<file path="src/lps_pkg.sv">
package lps_pkg;
	// ----------------------------------------
	// timing
	// ----------------------------------------
	localparam int CLK_PERIOD_NS = 10;
	localparam int CYC_PER_US = 1000 / CLK_PERIOD_NS;
	// ----------------------------------------
	// register map (byte addresses)
	// ----------------------------------------
	localparam logic [7:0] REG_CTRL = 8'h00;
	localparam logic [7:0] REG_OCP_EN = 8'h04;
	localparam logic [7:0] REG_OCP_LVL = 8'h08;
	localparam logic [7:0] REG_OCP_DLY = 8'h0C;
	localparam logic [7:0] REG_OV_LVL = 8'h10;
	localparam logic [7:0] REG_OP_LVL = 8'h14;
	localparam logic [7:0] REG_RISE = 8'h18;
	localparam logic [7:0] REG_FALL = 8'h1C;
	localparam logic [7:0] REG_STATUS = 8'h20;
	localparam logic [7:0] REG_PROT_CLR = 8'h24;
	localparam logic [7:0] REG_ERR_POP = 8'h28;
	localparam logic [7:0] REG_ERR_CNT = 8'h2C;
	localparam logic [7:0] REG_ERR_CLR = 8'h30;
	localparam logic [7:0] REG_SAVE = 8'h34;
	localparam logic [7:0] REG_RECALL = 8'h38;
	localparam logic [7:0] REG_EFF_RATE = 8'h3C;
	// ----------------------------------------
	// error queue
	// ----------------------------------------
	localparam int ERR_DEPTH = 20;
	localparam logic [4:0] ERR_FULL = 5'h14;
	localparam logic [8:0] ERR_OVF_MAG = 9'h15E;
	localparam logic [7:0] ERR_OVF_MSG = 8'h01;
	localparam logic [8:0] ERR_CLASS_DIV = 9'h064;
	// ----------------------------------------
	// parameter slots
	// ----------------------------------------
	localparam int SLOTS = 10;
	localparam logic [3:0] SLOT_LAST = 4'h9;
	localparam logic [15:0] RATE_LOW_DIV = 16'h000A;
	typedef enum logic [1:0] {
		RNG_OTHER = 2'b00,
		RNG_CONST_CURRENT_LOW = 2'b01,
		RNG_CONST_CURRENT_HIGH = 2'b10
	} lps_range_t;
	typedef enum logic [2:0] {
		PC_NONE = 3'b000,
		PC_VOLT = 3'b001,
		PC_CURR = 3'b010,
		PC_POWER = 3'b011,
		PC_THERM = 3'b100,
		PC_REV = 3'b101
	} lps_pcode_t;
	typedef struct packed {
		logic inOn;
		lps_range_t range;
		logic ocpEn;
		logic [15:0] ocpLvl;
		logic [15:0] ocpDly;
		logic [15:0] ovLvl;
		logic [15:0] opLvl;
		logic [15:0] rise;
		logic [15:0] fall;
	} lps_params_t;
	localparam lps_params_t PARAM_DEF = '{1'b0, RNG_OTHER, 1'b0, 16'hFFFF, 16'h000A,
		16'hFFFF, 16'hFFFF, 16'h0001, 16'h0001};
	typedef struct packed {
		logic excessVoltageFlag;
		logic excessCurrentFlag;
		logic excessPowerFlag;
		logic thermalTripFlag;
		logic reversedPolarityFlag;
		logic voltageFaultFlag;
		logic protectionSummaryFlag;
	} lps_flags_t;
	typedef struct packed {
		logic [8:0] mag;
		logic [7:0] msg;
	} lps_err_t;
endpackage : lps_pkg

</file>
<file path="src/lps_supervisor.sv">
`timescale 1ns/10ps
module lps_supervisor #(
	parameter logic [15:0] OPP_TIME_US = 16'h0064
) (
	// clock and reset
	input wire logic clk,
	input wire logic rst,
	// register port
	input wire logic [7:0] addr,
	input wire logic [31:0] wdata,
	input wire logic wr,
	input wire logic rd,
	output logic [31:0] rdata,
	// error reports from command parser
	input wire logic errPush,
	input wire logic [8:0] errCode,
	input wire logic [7:0] errMsg,
	// front-panel keys, one-cycle pulses
	input wire logic keyOnOff,
	input wire logic keyCancelLong,
	input wire logic keyStore,
	input wire logic keyRecall,
	input wire logic [3:0] keySlot,
	// measurements
	input wire logic [15:0] measVolt,
	input wire logic [15:0] measCurr,
	input wire logic [15:0] measPower,
	// fault pins
	input wire logic overTempPin,
	input wire logic reversePin,
	// indicators and control
	output logic inputOn,
	output logic beep,
	output logic cancelLamp,
	output logic faultLamp,
	output lps_pkg::lps_pcode_t protCode,
	output logic latched,
	output lps_pkg::lps_flags_t flags,
	output logic [15:0] riseRateEff,
	output logic [15:0] fallRateEff
);
	// ----------------------------------------
	// state
	// ----------------------------------------
	lps_pkg::lps_params_t p_r;
	lps_pkg::lps_params_t pmem [lps_pkg::SLOTS];
	lps_pkg::lps_err_t emem [lps_pkg::ERR_DEPTH];
	logic [4:0] wp_r, rp_r, cnt_r, cnt_nxt;
	logic ovf_r, boot_r;
	logic [2:0] otSync_r, rvSync_r;
	logic otLvl_r, rvLvl_r;
	logic [6:0] usCnt_r;
	logic usTick_r;
	logic [15:0] ocTimer_r, opTimer_r;
	logic wrEn, clrAct, pop, pushOk, doOvf, errClr;
	logic ovCond, ocCond, opCond, ocTrip, opTrip, tripAny;
	logic doSave, doRecall;
	logic [3:0] slotSel;

	function automatic logic [4:0] incPtr(input logic [4:0] v);
		incPtr = (v == lps_pkg::ERR_FULL - 5'h01) ? 5'h00 : v + 5'h01;
	endfunction : incPtr

	// ----------------------------------------
	// pin synchronisers and microsecond tick
	// ----------------------------------------
	always_ff @(posedge clk or posedge rst) begin
		if (rst) begin
			otSync_r <= 3'h0;
			rvSync_r <= 3'h0;
			otLvl_r <= 1'b0;
			rvLvl_r <= 1'b0;
		end else begin
			otSync_r <= {otSync_r[1:0], overTempPin};
			rvSync_r <= {rvSync_r[1:0], reversePin};
			// a change counts only once the two later stages agree
			if (otSync_r[1] == otSync_r[2]) otLvl_r <= otSync_r[2];
			if (rvSync_r[1] == rvSync_r[2]) rvLvl_r <= rvSync_r[2];
		end
	end

	always_ff @(posedge clk or posedge rst) begin
		if (rst) begin
			usCnt_r <= 7'h00;
			usTick_r <= 1'b0;
		end else begin
			usTick_r <= (usCnt_r == 7'(lps_pkg::CYC_PER_US - 1));
			usCnt_r <= (usCnt_r == 7'(lps_pkg::CYC_PER_US - 1)) ? 7'h00 : usCnt_r + 7'h01;
		end
	end

	// ----------------------------------------
	// command gating
	// ----------------------------------------
	always_comb begin
		wrEn = wr & ~latched;
		clrAct = keyCancelLong | (wr & (addr == lps_pkg::REG_PROT_CLR) & wdata[0]);
		slotSel = keyStore | keyRecall ? keySlot : wdata[3:0];
		doSave = ((wrEn & (addr == lps_pkg::REG_SAVE)) | (keyStore & ~latched))
			& (slotSel <= lps_pkg::SLOT_LAST);
		doRecall = ((wrEn & (addr == lps_pkg::REG_RECALL)) | (keyRecall & ~latched))
			& (slotSel <= lps_pkg::SLOT_LAST);
	end

	// ----------------------------------------
	// fault detection
	// ----------------------------------------
	always_comb begin
		ovCond = measVolt > p_r.ovLvl;
		ocCond = p_r.ocpEn & (measCurr > p_r.ocpLvl);
		opCond = measPower > p_r.opLvl;
		ocTrip = ocCond & (ocTimer_r >= p_r.ocpDly);
		opTrip = opCond & (opTimer_r >= OPP_TIME_US);
		// trips wait one cycle after a clear, so every source is re-evaluated
		tripAny = ~clrAct & (ovCond | ocTrip | opTrip | otLvl_r | rvLvl_r);
	end

	always_ff @(posedge clk or posedge rst) begin
		if (rst) begin
			ocTimer_r <= 16'h0000;
			opTimer_r <= 16'h0000;
		end else begin
			if (clrAct | ~ocCond | latched)
				ocTimer_r <= 16'h0000;
			else if (usTick_r & ~&ocTimer_r)
				ocTimer_r <= ocTimer_r + 16'h0001;
			if (clrAct | ~opCond | latched)
				opTimer_r <= 16'h0000;
			else if (usTick_r & ~&opTimer_r)
				opTimer_r <= opTimer_r + 16'h0001;
		end
	end

	// ----------------------------------------
	// latched protection
	// ----------------------------------------
	always_ff @(posedge clk or posedge rst) begin
		if (rst) begin
			latched <= 1'b0;
			beep <= 1'b0;
			cancelLamp <= 1'b0;
			protCode <= lps_pkg::PC_NONE;
			flags <= '0;
		end else begin
			beep <= tripAny & ~latched;
			cancelLamp <= tripAny | ocCond | (latched & ~clrAct);
			if (clrAct) begin
				latched <= 1'b0;
				flags <= '0;
				protCode <= lps_pkg::PC_NONE;
			end else if (tripAny) begin
				latched <= 1'b1;
				if (!latched) begin
					if (ovCond) protCode <= lps_pkg::PC_VOLT;
					else if (ocTrip) protCode <= lps_pkg::PC_CURR;
					else if (opTrip) protCode <= lps_pkg::PC_POWER;
					else if (otLvl_r) protCode <= lps_pkg::PC_THERM;
					else protCode <= lps_pkg::PC_REV;
				end
				if (ovCond) begin
					flags.excessVoltageFlag <= 1'b1;
					flags.voltageFaultFlag <= 1'b1;
				end
				if (ocTrip) begin
					flags.excessCurrentFlag <= 1'b1;
					flags.protectionSummaryFlag <= 1'b1;
				end
				if (opTrip) begin
					flags.excessPowerFlag <= 1'b1;
					flags.protectionSummaryFlag <= 1'b1;
				end
				if (otLvl_r) begin
					flags.thermalTripFlag <= 1'b1;
					flags.protectionSummaryFlag <= 1'b1;
				end
				if (rvLvl_r) begin
					flags.reversedPolarityFlag <= 1'b1;
					flags.voltageFaultFlag <= 1'b1;
				end
			end
		end
	end

	// ----------------------------------------
	// live parameters and slots
	// ----------------------------------------
	always_ff @(posedge clk or posedge rst) begin
		if (rst) begin
			boot_r <= 1'b1;
			p_r <= lps_pkg::PARAM_DEF;
		end else begin
			boot_r <= 1'b0;
			if (boot_r) begin
				p_r <= pmem[0];
			end else if (doRecall) begin
				p_r <= pmem[slotSel];
			end else if (wrEn) begin
				if (addr == lps_pkg::REG_CTRL) begin
					p_r.inOn <= wdata[0];
					p_r.range <= lps_pkg::lps_range_t'(wdata[2:1]);
				end else if (addr == lps_pkg::REG_OCP_EN) p_r.ocpEn <= wdata[0];
				else if (addr == lps_pkg::REG_OCP_LVL) p_r.ocpLvl <= wdata[15:0];
				else if (addr == lps_pkg::REG_OCP_DLY) p_r.ocpDly <= wdata[15:0];
				else if (addr == lps_pkg::REG_OV_LVL) p_r.ovLvl <= wdata[15:0];
				else if (addr == lps_pkg::REG_OP_LVL) p_r.opLvl <= wdata[15:0];
				else if (addr == lps_pkg::REG_RISE) p_r.rise <= wdata[15:0];
				else if (addr == lps_pkg::REG_FALL) p_r.fall <= wdata[15:0];
			end else if (keyOnOff & ~latched) begin
				p_r.inOn <= ~p_r.inOn;
			end
			// a trip drops the input request too, so it stays off after a clear
			if (tripAny) p_r.inOn <= 1'b0;
		end
	end

	// slots reset to defaults, standing in for a blank non-volatile store
	always_ff @(posedge clk or posedge rst) begin
		if (rst) begin
			for (int i = 0; i < lps_pkg::SLOTS; i++) pmem[i] <= lps_pkg::PARAM_DEF;
		end else if (doSave) begin
			pmem[slotSel] <= p_r;
		end
	end

	always_ff @(posedge clk or posedge rst) begin
		if (rst) begin
			inputOn <= 1'b0;
			riseRateEff <= 16'h0000;
			fallRateEff <= 16'h0000;
		end else begin
			inputOn <= p_r.inOn & ~latched & ~tripAny;
			case (p_r.range)
				lps_pkg::RNG_CONST_CURRENT_HIGH: begin
					riseRateEff <= p_r.rise;
					fallRateEff <= p_r.fall;
				end
				lps_pkg::RNG_CONST_CURRENT_LOW: begin
					riseRateEff <= p_r.rise / lps_pkg::RATE_LOW_DIV;
					fallRateEff <= p_r.fall / lps_pkg::RATE_LOW_DIV;
				end
				default: begin
					riseRateEff <= 16'h0000;
					fallRateEff <= 16'h0000;
				end
			endcase
		end
	end

	// ----------------------------------------
	// error queue
	// ----------------------------------------
	always_comb begin
		errClr = wrEn & (addr == lps_pkg::REG_ERR_CLR);
		pop = rd & (addr == lps_pkg::REG_ERR_POP) & (cnt_r != 5'h00);
		pushOk = errPush & (cnt_r != lps_pkg::ERR_FULL);
		doOvf = errPush & (cnt_r == lps_pkg::ERR_FULL) & ~ovf_r & ~pop;
		if (errClr) cnt_nxt = 5'h00;
		else cnt_nxt = cnt_r + {4'h0, pushOk} - {4'h0, pop};
	end

	always_ff @(posedge clk or posedge rst) begin
		if (rst) begin
			wp_r <= 5'h00;
			rp_r <= 5'h00;
			cnt_r <= 5'h00;
			ovf_r <= 1'b0;
			faultLamp <= 1'b0;
		end else begin
			cnt_r <= cnt_nxt;
			faultLamp <= cnt_nxt != 5'h00;
			if (errClr) begin
				wp_r <= 5'h00;
				rp_r <= 5'h00;
				ovf_r <= 1'b0;
			end else begin
				if (pop) begin
					rp_r <= incPtr(rp_r);
					ovf_r <= 1'b0;
				end
				if (pushOk) wp_r <= incPtr(wp_r);
				if (doOvf) ovf_r <= 1'b1;
			end
		end
	end

	always_ff @(posedge clk) begin
		if (!errClr && pushOk) emem[wp_r] <= '{errCode, errMsg};
		else if (!errClr && doOvf)
			emem[wp_r == 5'h00 ? lps_pkg::ERR_FULL - 5'h01 : wp_r - 5'h01]
				<= '{lps_pkg::ERR_OVF_MAG, lps_pkg::ERR_OVF_MSG};
	end

	// ----------------------------------------
	// register read
	// ----------------------------------------
	always_ff @(posedge clk or posedge rst) begin
		if (rst) begin
			rdata <= 32'h0000_0000;
		end else begin
			rdata <= 32'h0000_0000;
			if (!rd) rdata <= 32'h0000_0000;
			else if (addr == lps_pkg::REG_CTRL) rdata <= {29'h0, p_r.range, p_r.inOn};
			else if (addr == lps_pkg::REG_OCP_EN) rdata <= {31'h0, p_r.ocpEn};
			else if (addr == lps_pkg::REG_OCP_LVL) rdata <= {16'h0, p_r.ocpLvl};
			else if (addr == lps_pkg::REG_OCP_DLY) rdata <= {16'h0, p_r.ocpDly};
			else if (addr == lps_pkg::REG_OV_LVL) rdata <= {16'h0, p_r.ovLvl};
			else if (addr == lps_pkg::REG_OP_LVL) rdata <= {16'h0, p_r.opLvl};
			else if (addr == lps_pkg::REG_RISE) rdata <= {16'h0, p_r.rise};
			else if (addr == lps_pkg::REG_FALL) rdata <= {16'h0, p_r.fall};
			else if (addr == lps_pkg::REG_STATUS)
				rdata <= {19'h0, protCode, ocCond, latched, 1'b0, flags};
			else if (addr == lps_pkg::REG_ERR_CNT) rdata <= {26'h0, ovf_r, cnt_r};
			else if (addr == lps_pkg::REG_EFF_RATE) rdata <= {fallRateEff, riseRateEff};
			else if (addr == lps_pkg::REG_ERR_POP && cnt_r != 5'h00)
				// class is the hundreds digit; code goes out as a negative number
				rdata <= {5'h0, 3'(emem[rp_r].mag / lps_pkg::ERR_CLASS_DIV),
					emem[rp_r].msg, 16'(-{7'h0, emem[rp_r].mag})};
		end
	end

	// ----------------------------------------
	// assertions
	// ----------------------------------------
	property p_tripOff;
		@(posedge clk) disable iff (rst) tripAny |=> !inputOn && latched && flags != '0;
	endproperty
	a_tripOff: assert property (p_tripOff) else $error("trip did not latch off");
	property p_latchHold;
		@(posedge clk) disable iff (rst) latched && !clrAct |=> latched && !inputOn;
	endproperty
	a_latchHold: assert property (p_latchHold) else $error("latch left unasked");
	property p_clrDrop;
		@(posedge clk) disable iff (rst) latched && clrAct |=> !latched && flags == '0;
	endproperty
	a_clrDrop: assert property (p_clrDrop) else $error("clear not honoured");
	property p_reTrip;
		@(posedge clk) disable iff (rst) clrAct ##1 (ovCond && !clrAct) |=> latched;
	endproperty
	a_reTrip: assert property (p_reTrip) else $error("persisting fault not relatched");
	property p_ovFlags;
		@(posedge clk) disable iff (rst) ovCond && !clrAct
			|=> flags.excessVoltageFlag && flags.voltageFaultFlag;
	endproperty
	a_ovFlags: assert property (p_ovFlags) else $error("voltage flags missing");
	property p_ocWait;
		@(posedge clk) disable iff (rst) ocCond && !ocTrip |=> cancelLamp;
	endproperty
	a_ocWait: assert property (p_ocWait) else $error("cancel lamp off in delay");
	property p_ocFlags;
		@(posedge clk) disable iff (rst) ocTrip && !clrAct
			|=> flags.excessCurrentFlag && flags.protectionSummaryFlag;
	endproperty
	a_ocFlags: assert property (p_ocFlags) else $error("current flags missing");
	property p_fault;
		@(posedge clk) disable iff (rst) pushOk && !errClr |=> faultLamp && cnt_r != 5'h00;
	endproperty
	a_fault: assert property (p_fault) else $error("fault lamp not lit");
	property p_ovf;
		@(posedge clk) disable iff (rst) doOvf && !errClr
			|=> ovf_r && cnt_r == lps_pkg::ERR_FULL;
	endproperty
	a_ovf: assert property (p_ovf) else $error("overflow not handled");
	property p_pop;
		@(posedge clk) disable iff (rst) pop && !errPush && !errClr
			|=> cnt_r == $past(cnt_r) - 5'h01;
	endproperty
	a_pop: assert property (p_pop) else $error("read did not remove entry");
	c_trip: cover property (@(posedge clk) disable iff (rst) tripAny ##1 clrAct ##1 !latched);
	c_ovf: cover property (@(posedge clk) disable iff (rst) doOvf);
	c_ocRestart: cover property (@(posedge clk) disable iff (rst) ocCond && clrAct && !latched);
endmodule : lps_supervisor

</file>
<file path="config.mk">
export PLATFORM = sky130hd
export DESIGN_NAME = lps_supervisor
export DESIGN_NICKNAME = d
export VERILOG_FILES = /design/src/lps_pkg.sv /design/src/lps_supervisor.sv
export SDC_FILE = /design/constraint.sdc
export NUM_CORES = 2
export LEC_CHECK = 0
export ABC_AREA = 1
export BUFFER_PORTS_ARGS = -buffer_cell sky130_fd_sc_hd__buf_2
export CORE_MARGIN = 1
export CORE_UTILIZATION = 38
export CTS_CLUSTER_DIAMETER = 150
export DETAILED_ROUTE_END_ITERATION = 8
export PLACE_DENSITY = 0.55
export SYNTH_ARGS = -nofsm -noshare
export SYNTH_HDL_FRONTEND = slang
export SYNTH_SLANG_ARGS = --single-unit
</file>
<file path="constraint.sdc">
create_clock -name clk -period 49.6 [get_ports clk]
set_input_delay 2.48 -clock clk [delete_from_list [all_inputs] [get_ports clk]]
set_output_delay 2.48 -clock clk [all_outputs]
set_load 0.02 [all_outputs]
</file>
== After elaboration in Yosys (flattened, before gate mapping) ==
Memory sizes are Yosys's and may differ from the RTL's.
Index checks and enable logic that the tools add are counted.

* Input port bits: 120
* Memories: 1
* Bits in writable memories: 340
* Word-level logic and storage cells: 371
* Register bits: 1,244
* Output and inout port bits: 79

{| class="wikitable"
|+ Memory list
! memory !! depth !! width !! read ports !! clocked after Yosys merged registers in !! wr ports !! RTL line !! source
|-
| emem || 20 || 17 || 1 || 0 || 1 || lps_supervisor.sv:47 || <nowiki>lps_pkg::lps_err_t emem [lps_pkg::ERR_DEPTH];</nowiki>
|}

* Bitwise gates (word level): 50
* Multiplexer cells: 85
* Reductions and logical operators: 54
* Divide/modulo/power cells: 3
* Add/subtract/negate cells: 9
* Equality and inequality tests: 33
* $lt $le $gt $ge: 8

{| class="wikitable"
|+ Operator list
! cell !! number
|-
| $bwmux 1000 || 1
|-
| $mux 100 || 5
|-
| $mux 32 || 13
|-
| $bmux 100 s4 || 1
|-
| $demux 100 s4 || 1
|-
| $mux 16 || 11
|-
| $mux 99 || 1
|-
| $mux 97 || 1
|-
| $mux 96 || 1
|-
| $mux 80 || 1
|-
| $eq 8x6->1 const B || 8
|-
| $mux 64 || 1
|-
| $pmux 16 s2 || 2
|-
| $gt 16x16->1 || 3
|-
| $mux 48 || 1
|-
| $mux 5 || 9
|-
| $reduce_bool 3->1 || 11
|-
| $add 16x1->16 const B || 2
|-
| $div 16x4->16 const B || 2
|-
| $eq 8x5->1 const B || 4
|-
| $reduce_and 16->1 || 2
|-
| $and 1x1->1 || 27
|-
| $mux 27 || 1
|-
| $mux 1 || 22
|-
| other kinds (47) || 111
|}

== Logic depth before layout (Yosys ltp) ==
* Word-level depth: 15
* Mapped depth: 59
* Mapped depth without buffers: 59

== Worst setup path after synthesis ==
No wires, ideal clock.

* Path kind: in2reg
* Start: input addr[7]
* End: memory emem[16][0] (netlist name) (enable)
* Library setup time: 0.390 ns
* Data required time: 49.209 ns
* Buffers on the path: 0
* Setup slack: 44.178 ns
* Stages on the path: 16
* Arrival time: 5.032 ns
* Path through: nor2_1 -> inv_1 -> nor3_1 -> inv_1 -> nor3_1 -> inv_1 -> nor2_1 -> nor2_1 -> nand2_1 -> inv_1 -> nand2_1 -> xor2_1 -> nor2_1 -> inv_1 -> o211ai_1 -> nor2_1

* Longest elaborated chain between the ends: 11
* Elaborated cells between the ends (all ways): 18
* Classes of those cells: 2 x eq/ne; 7 x mux; 5 x bitwise; 4 x reduce/logical

{| class="wikitable"
|+ Ends and longest elaborated chain
! item !! RTL line !! source
|-
| from (decl) || lps_supervisor.sv:9 || <nowiki>input wire logic [7:0] addr,</nowiki>
|-
| $eq 8x6->1 || lps_supervisor.sv:254 || <nowiki>pop = rd & (addr == lps_pkg::REG_ERR_POP) & (cnt_r != 5'h00);</nowiki>
|-
| $and 1x1->1 (2 in series) || lps_supervisor.sv:254 ||
|-
| $not 1->1 || lps_supervisor.sv:256 || <nowiki>doOvf = errPush & (cnt_r == lps_pkg::ERR_FULL) & ~ovf_r & ~pop;</nowiki>
|-
| $and 1x1->1 || lps_supervisor.sv:256 ||
|-
| $logic_and 1x1->1 || lps_supervisor.sv:288 || <nowiki>else if (!errClr && doOvf)</nowiki>
|-
| $mux 1 || lps_supervisor.sv:288 ||
|-
| $mux 1 || lps_supervisor.sv:287 || <nowiki>if (!errClr && pushOk) emem[wp_r] <= '{errCode, errMsg};</nowiki>
|-
| $mux 1 || lps_supervisor.sv:289 || <nowiki>emem[wp_r == 5'h00 ? lps_pkg::ERR_FULL - 5'h01 : wp_r - 5'h01]</nowiki>
|-
| $reduce_or 17->1 (no line) || n/a ||
|-
| $mux 5 (no line) / $mux 1 (equally long branches) || n/a ||
|-
| to (decl) || lps_supervisor.sv:47 ||
|}

Parallel ways exist; a longest one is shown, timed or not.

== Worst setup path in the final report ==
* Start: input keyStore
* End: register p_r[9] (netlist name)

* Longest elaborated chain between the ends: 8
* Elaborated cells between the ends (all ways): 20
* Classes of those cells: 1 x order compare; 7 x eq/ne; 6 x mux; 3 x bitwise; 3 x reduce/logical

{| class="wikitable"
|+ Ends and longest elaborated chain
! item !! RTL line !! source
|-
| from (decl) || lps_supervisor.sv:21 || <nowiki>input wire logic keyStore,</nowiki>
|-
| $or 1x1->1 (*) || lps_supervisor.sv:98 || <nowiki>slotSel = keyStore | keyRecall ? keySlot : wdata[3:0];</nowiki>
|-
| $mux 4 (*) || lps_supervisor.sv:98 ||
|-
| parallel branches: the longest is 6 deep, another holds $le 4x4->1 || n/a ||
|-
| to (signal assigned) || lps_supervisor.sv:190 || <nowiki>p_r <= lps_pkg::PARAM_DEF;</nowiki>
|-
| to (signal assigned) || lps_supervisor.sv:194 || <nowiki>p_r <= pmem[0];</nowiki>
|-
| to (signal assigned) || lps_supervisor.sv:196 || <nowiki>p_r <= pmem[slotSel];</nowiki>
|-
| to (decl) || lps_supervisor.sv:45 || <nowiki>lps_pkg::lps_params_t p_r;</nowiki>
|}

Every way passes the cells marked *. The select of a mux whose other input is x is not followed.
A chain may end at the register's enable or synchronous reset.

==> summary.txt <==
CP cell instances -> buf_2, nor2_1, o21ai_0, inv_4, o21ai_0, nand2_1, clkinv_2, buf_4, nor3_1, a21oi_2, buf_4, o21ai_0, o22ai_1
synth top area cells -> dfrtp_1 (23%), dfstp_2 (21%), edfxtp_1 (14%), o21ai_0 (9.4%), nand2_1 (9.3%)
CTS hold repair buffers -> 0
die height -> 437 µm
Slew Limit Fails -> 0
PwrDens -> 52.0 nW/µm²
top cell family by delay on the critical path -> buffers and inverters
WP buf/inv -> 5
period utilization -> 14.2%
post-layout util -> 42.9%
CP max stage cell -> clkinv_2
gpl congestion -> 0.917
Rows -> 159
chip width -> 437 µm
critical path type -> in -> reg
Syn Inst Count -> 7561
asr flop ratio synth -> 78.5%
Via density -> 5.66
Synth area leader -> dfrtp_1
vias in the first global route -> 54700
most common cell after layout, fill and taps aside -> nand2_1
DP Area -> 74900 µm²
CP max stage delay -> 0.93 ns
CP arrival -> 7.67 ns
crit-path most repeated cell -> o21ai_0
failing checks -> design-rule violations
Clock transition at path regs -> 0.06 ns
worst path required time -> 50.25 ns
Post-Syn Nets -> 7762
Yosys warnings -> 0
fmax -> 142 MHz
CTS tree -> done
Max Cap Viol -> 0
Die ar. -> 191000 µm²
Post-synth EDFFs -> 340
fin area -> 80600 µm²
DRT Pass-1 Iters -> 9
post-cts resize count -> 0
Netlist cell types -> 62
worst skew pair latency -> 0.84 ns
TritonCTS buffer count -> 175
CTS Root Buffer Type -> clkbuf_16
post-synthesis sequential area ratio -> 58.6%
# setup viols final -> 0
clock tree buffer depth -> 3
multi-input logic area -> 26500 µm²
leak pwr -> 32.2 nW
Final Hold Fails -> 0
most frequent cells in the layout -> nand2_1 (1772), o21ai_0 (1348), dfrtp_1 (669)
VDD IR max -> 0.0518 mV
HPWL after DPL -> 142 mm
Nets -> 7638
Post-Route WL -> 243 mm
Synth Flop Type -> dfrtp_1
Ports -> 199
Fillers -> 18200
final critical path time including I/O delays and setup -> 7.02 ns
actual slew at the worst max-slew pin -> 1.26 ns
Avg Cell Area, Syn -> 9.50 µm²
largest net degree at the start of global routing -> 167
Slew headroom -> 16.1%
DR DRC count -> 40
area growth from synthesis to layout -> 12.3%
Worst Skew -> 0.0476 ns
initial antenna violation count -> 12
Crit Path Max Fanout -> 63
average wire per standard cell -> 24.0 µm
crit end category -> flop
Starting Density -> 38.2%
RSZ-0062 raised after global routing -> false
final setup TNS -> 0 ns
post-synth top area share -> 23.4%
Storage cell area -> 42100 µm²
Num Clock Sinks -> 1584
Post-Syn Area -> 71800 µm²
IO Port Bufs -> 182
startpoint types -> primary input
setup bufs post-CTS -> 0
status -> complete, but fails checks
first-pass GRT wire length -> 362 mm
First DRT Iteration DRCs -> 5827
#FFs+latches synth -> 1584
vias -> 57200
share of cells above drive strength 1 -> 17.4%
Hold Path Class -> reg -> reg
antenna-violating nets left -> 0
All-Layer GR Usage -> 25.1%
H-tree depth -> 4
overflow left after global routing -> 0
core area -> 188000 µm²
[cell usage after synthesis (100+ instances only)]
cell type,instances
clkbuf_1,600
o311ai_0,100
o22ai_1,138
nand3_1,165
edfxtp_1,340
inv_1,297
o21ai_0,1352
nand2_1,1772
nor2_1,314
dfstp_2,573
a22oi_1,496
dfrtp_1,671
a21oi_1,134
[power by group]
group	internal (mW)	switching [mW]	total [mW]
sequential	1.60	0.129	1.73
combinational	0.373	0.787	1.16
clock	0.757	0.542	1.30
total	2.73	1.46	4.19
[kinds of logic after synthesis]
| kind of cell | synth area share [%] |
|---|---|
| xor gates and xnor gates | 0.244 |
| adders and majority gates | 1.45 |
| and+or+nand+nor | 13.6 |
| DFF | 58.6 |
| AOI/OAI and AO/OA | 21.2 |
| buffers and inverters | 4.95 |
| other | 0.00522 |
[worst reg2reg max path, delay by kind of cell, from the launching register on]
family,cells,cell delay (ns)
and+or+nand+nor,4,0.46
DFF,1,0.77
buffers and inverters,4,2.03
AOI/OAI and AO/OA,10,2.90
[path summary, 6_finish.rpt]
| check | start | slack, ns | cells after the start | end |
|---|---|---|---|---|
| max in group asynchronous | rst | 43.81 | 6 | pmem[326] |
| min in group asynchronous | rst | 1.81 | 2 | rdata[2] |
| max | keyStore | 42.58 | 13 | p_r[9] |
| max reg2reg | rp_r[0] | 43.30 | 18 | rdata[4] |
| min | otSync_r[0] | 0.35 | 0 | otSync_r[1] |
| min reg2reg | otSync_r[0] | 0.35 | 0 | otSync_r[1] |
[sequential cells by signal (all words and copies together), names as in the netlist, 5 cells and up]
register and flops:
cnt_r 5, emem 340, fallRateEff 16, flags 7, ocTimer_r 16, opTimer_r 16
p_r 100, pmem 1000, rdata 32, riseRateEff 16, rp_r 5, usCnt_r 7
wp_r 5
[layout make-up]
type | instances | share of cell area, %
inverter | 329 | 1.56
multi-input combinational | 5035 | 32.9
clock buffer | 254 | 6.20
clock inverter | 62 | 0.860
sequential | 1584 | 52.2
timing repair buffer | 312 | 2.40
tap | 2495 | 3.87
antenna | 31 | 0.0962
[per-stage QoR]
stage	worst slack, ns	hold slack (ns)	cells	power, mW
5_1_grt	42.31	0.365	10100	4.43
3_5_place_dp	41.84	0.341	9755	2.90
2_1_floorplan	13.01	0.331	7561	2.61
6_report	42.58	0.353	10100	4.19
4_1_cts	42.73	0.356	10100	4.21
3_3_place_gp	41.81	0.344	9755	2.87
[routing by layer]
metal  track usage (%)  vias up  part of all wire, %
met5                 0        -                0.022
met4              12.7        6                  5.3
met3              3.51      485                  5.9
met2              41.5     2016                   48
met1              32.1    28500                   41
li1                  -    26200                    -
(Power assumes the default switching activity.)
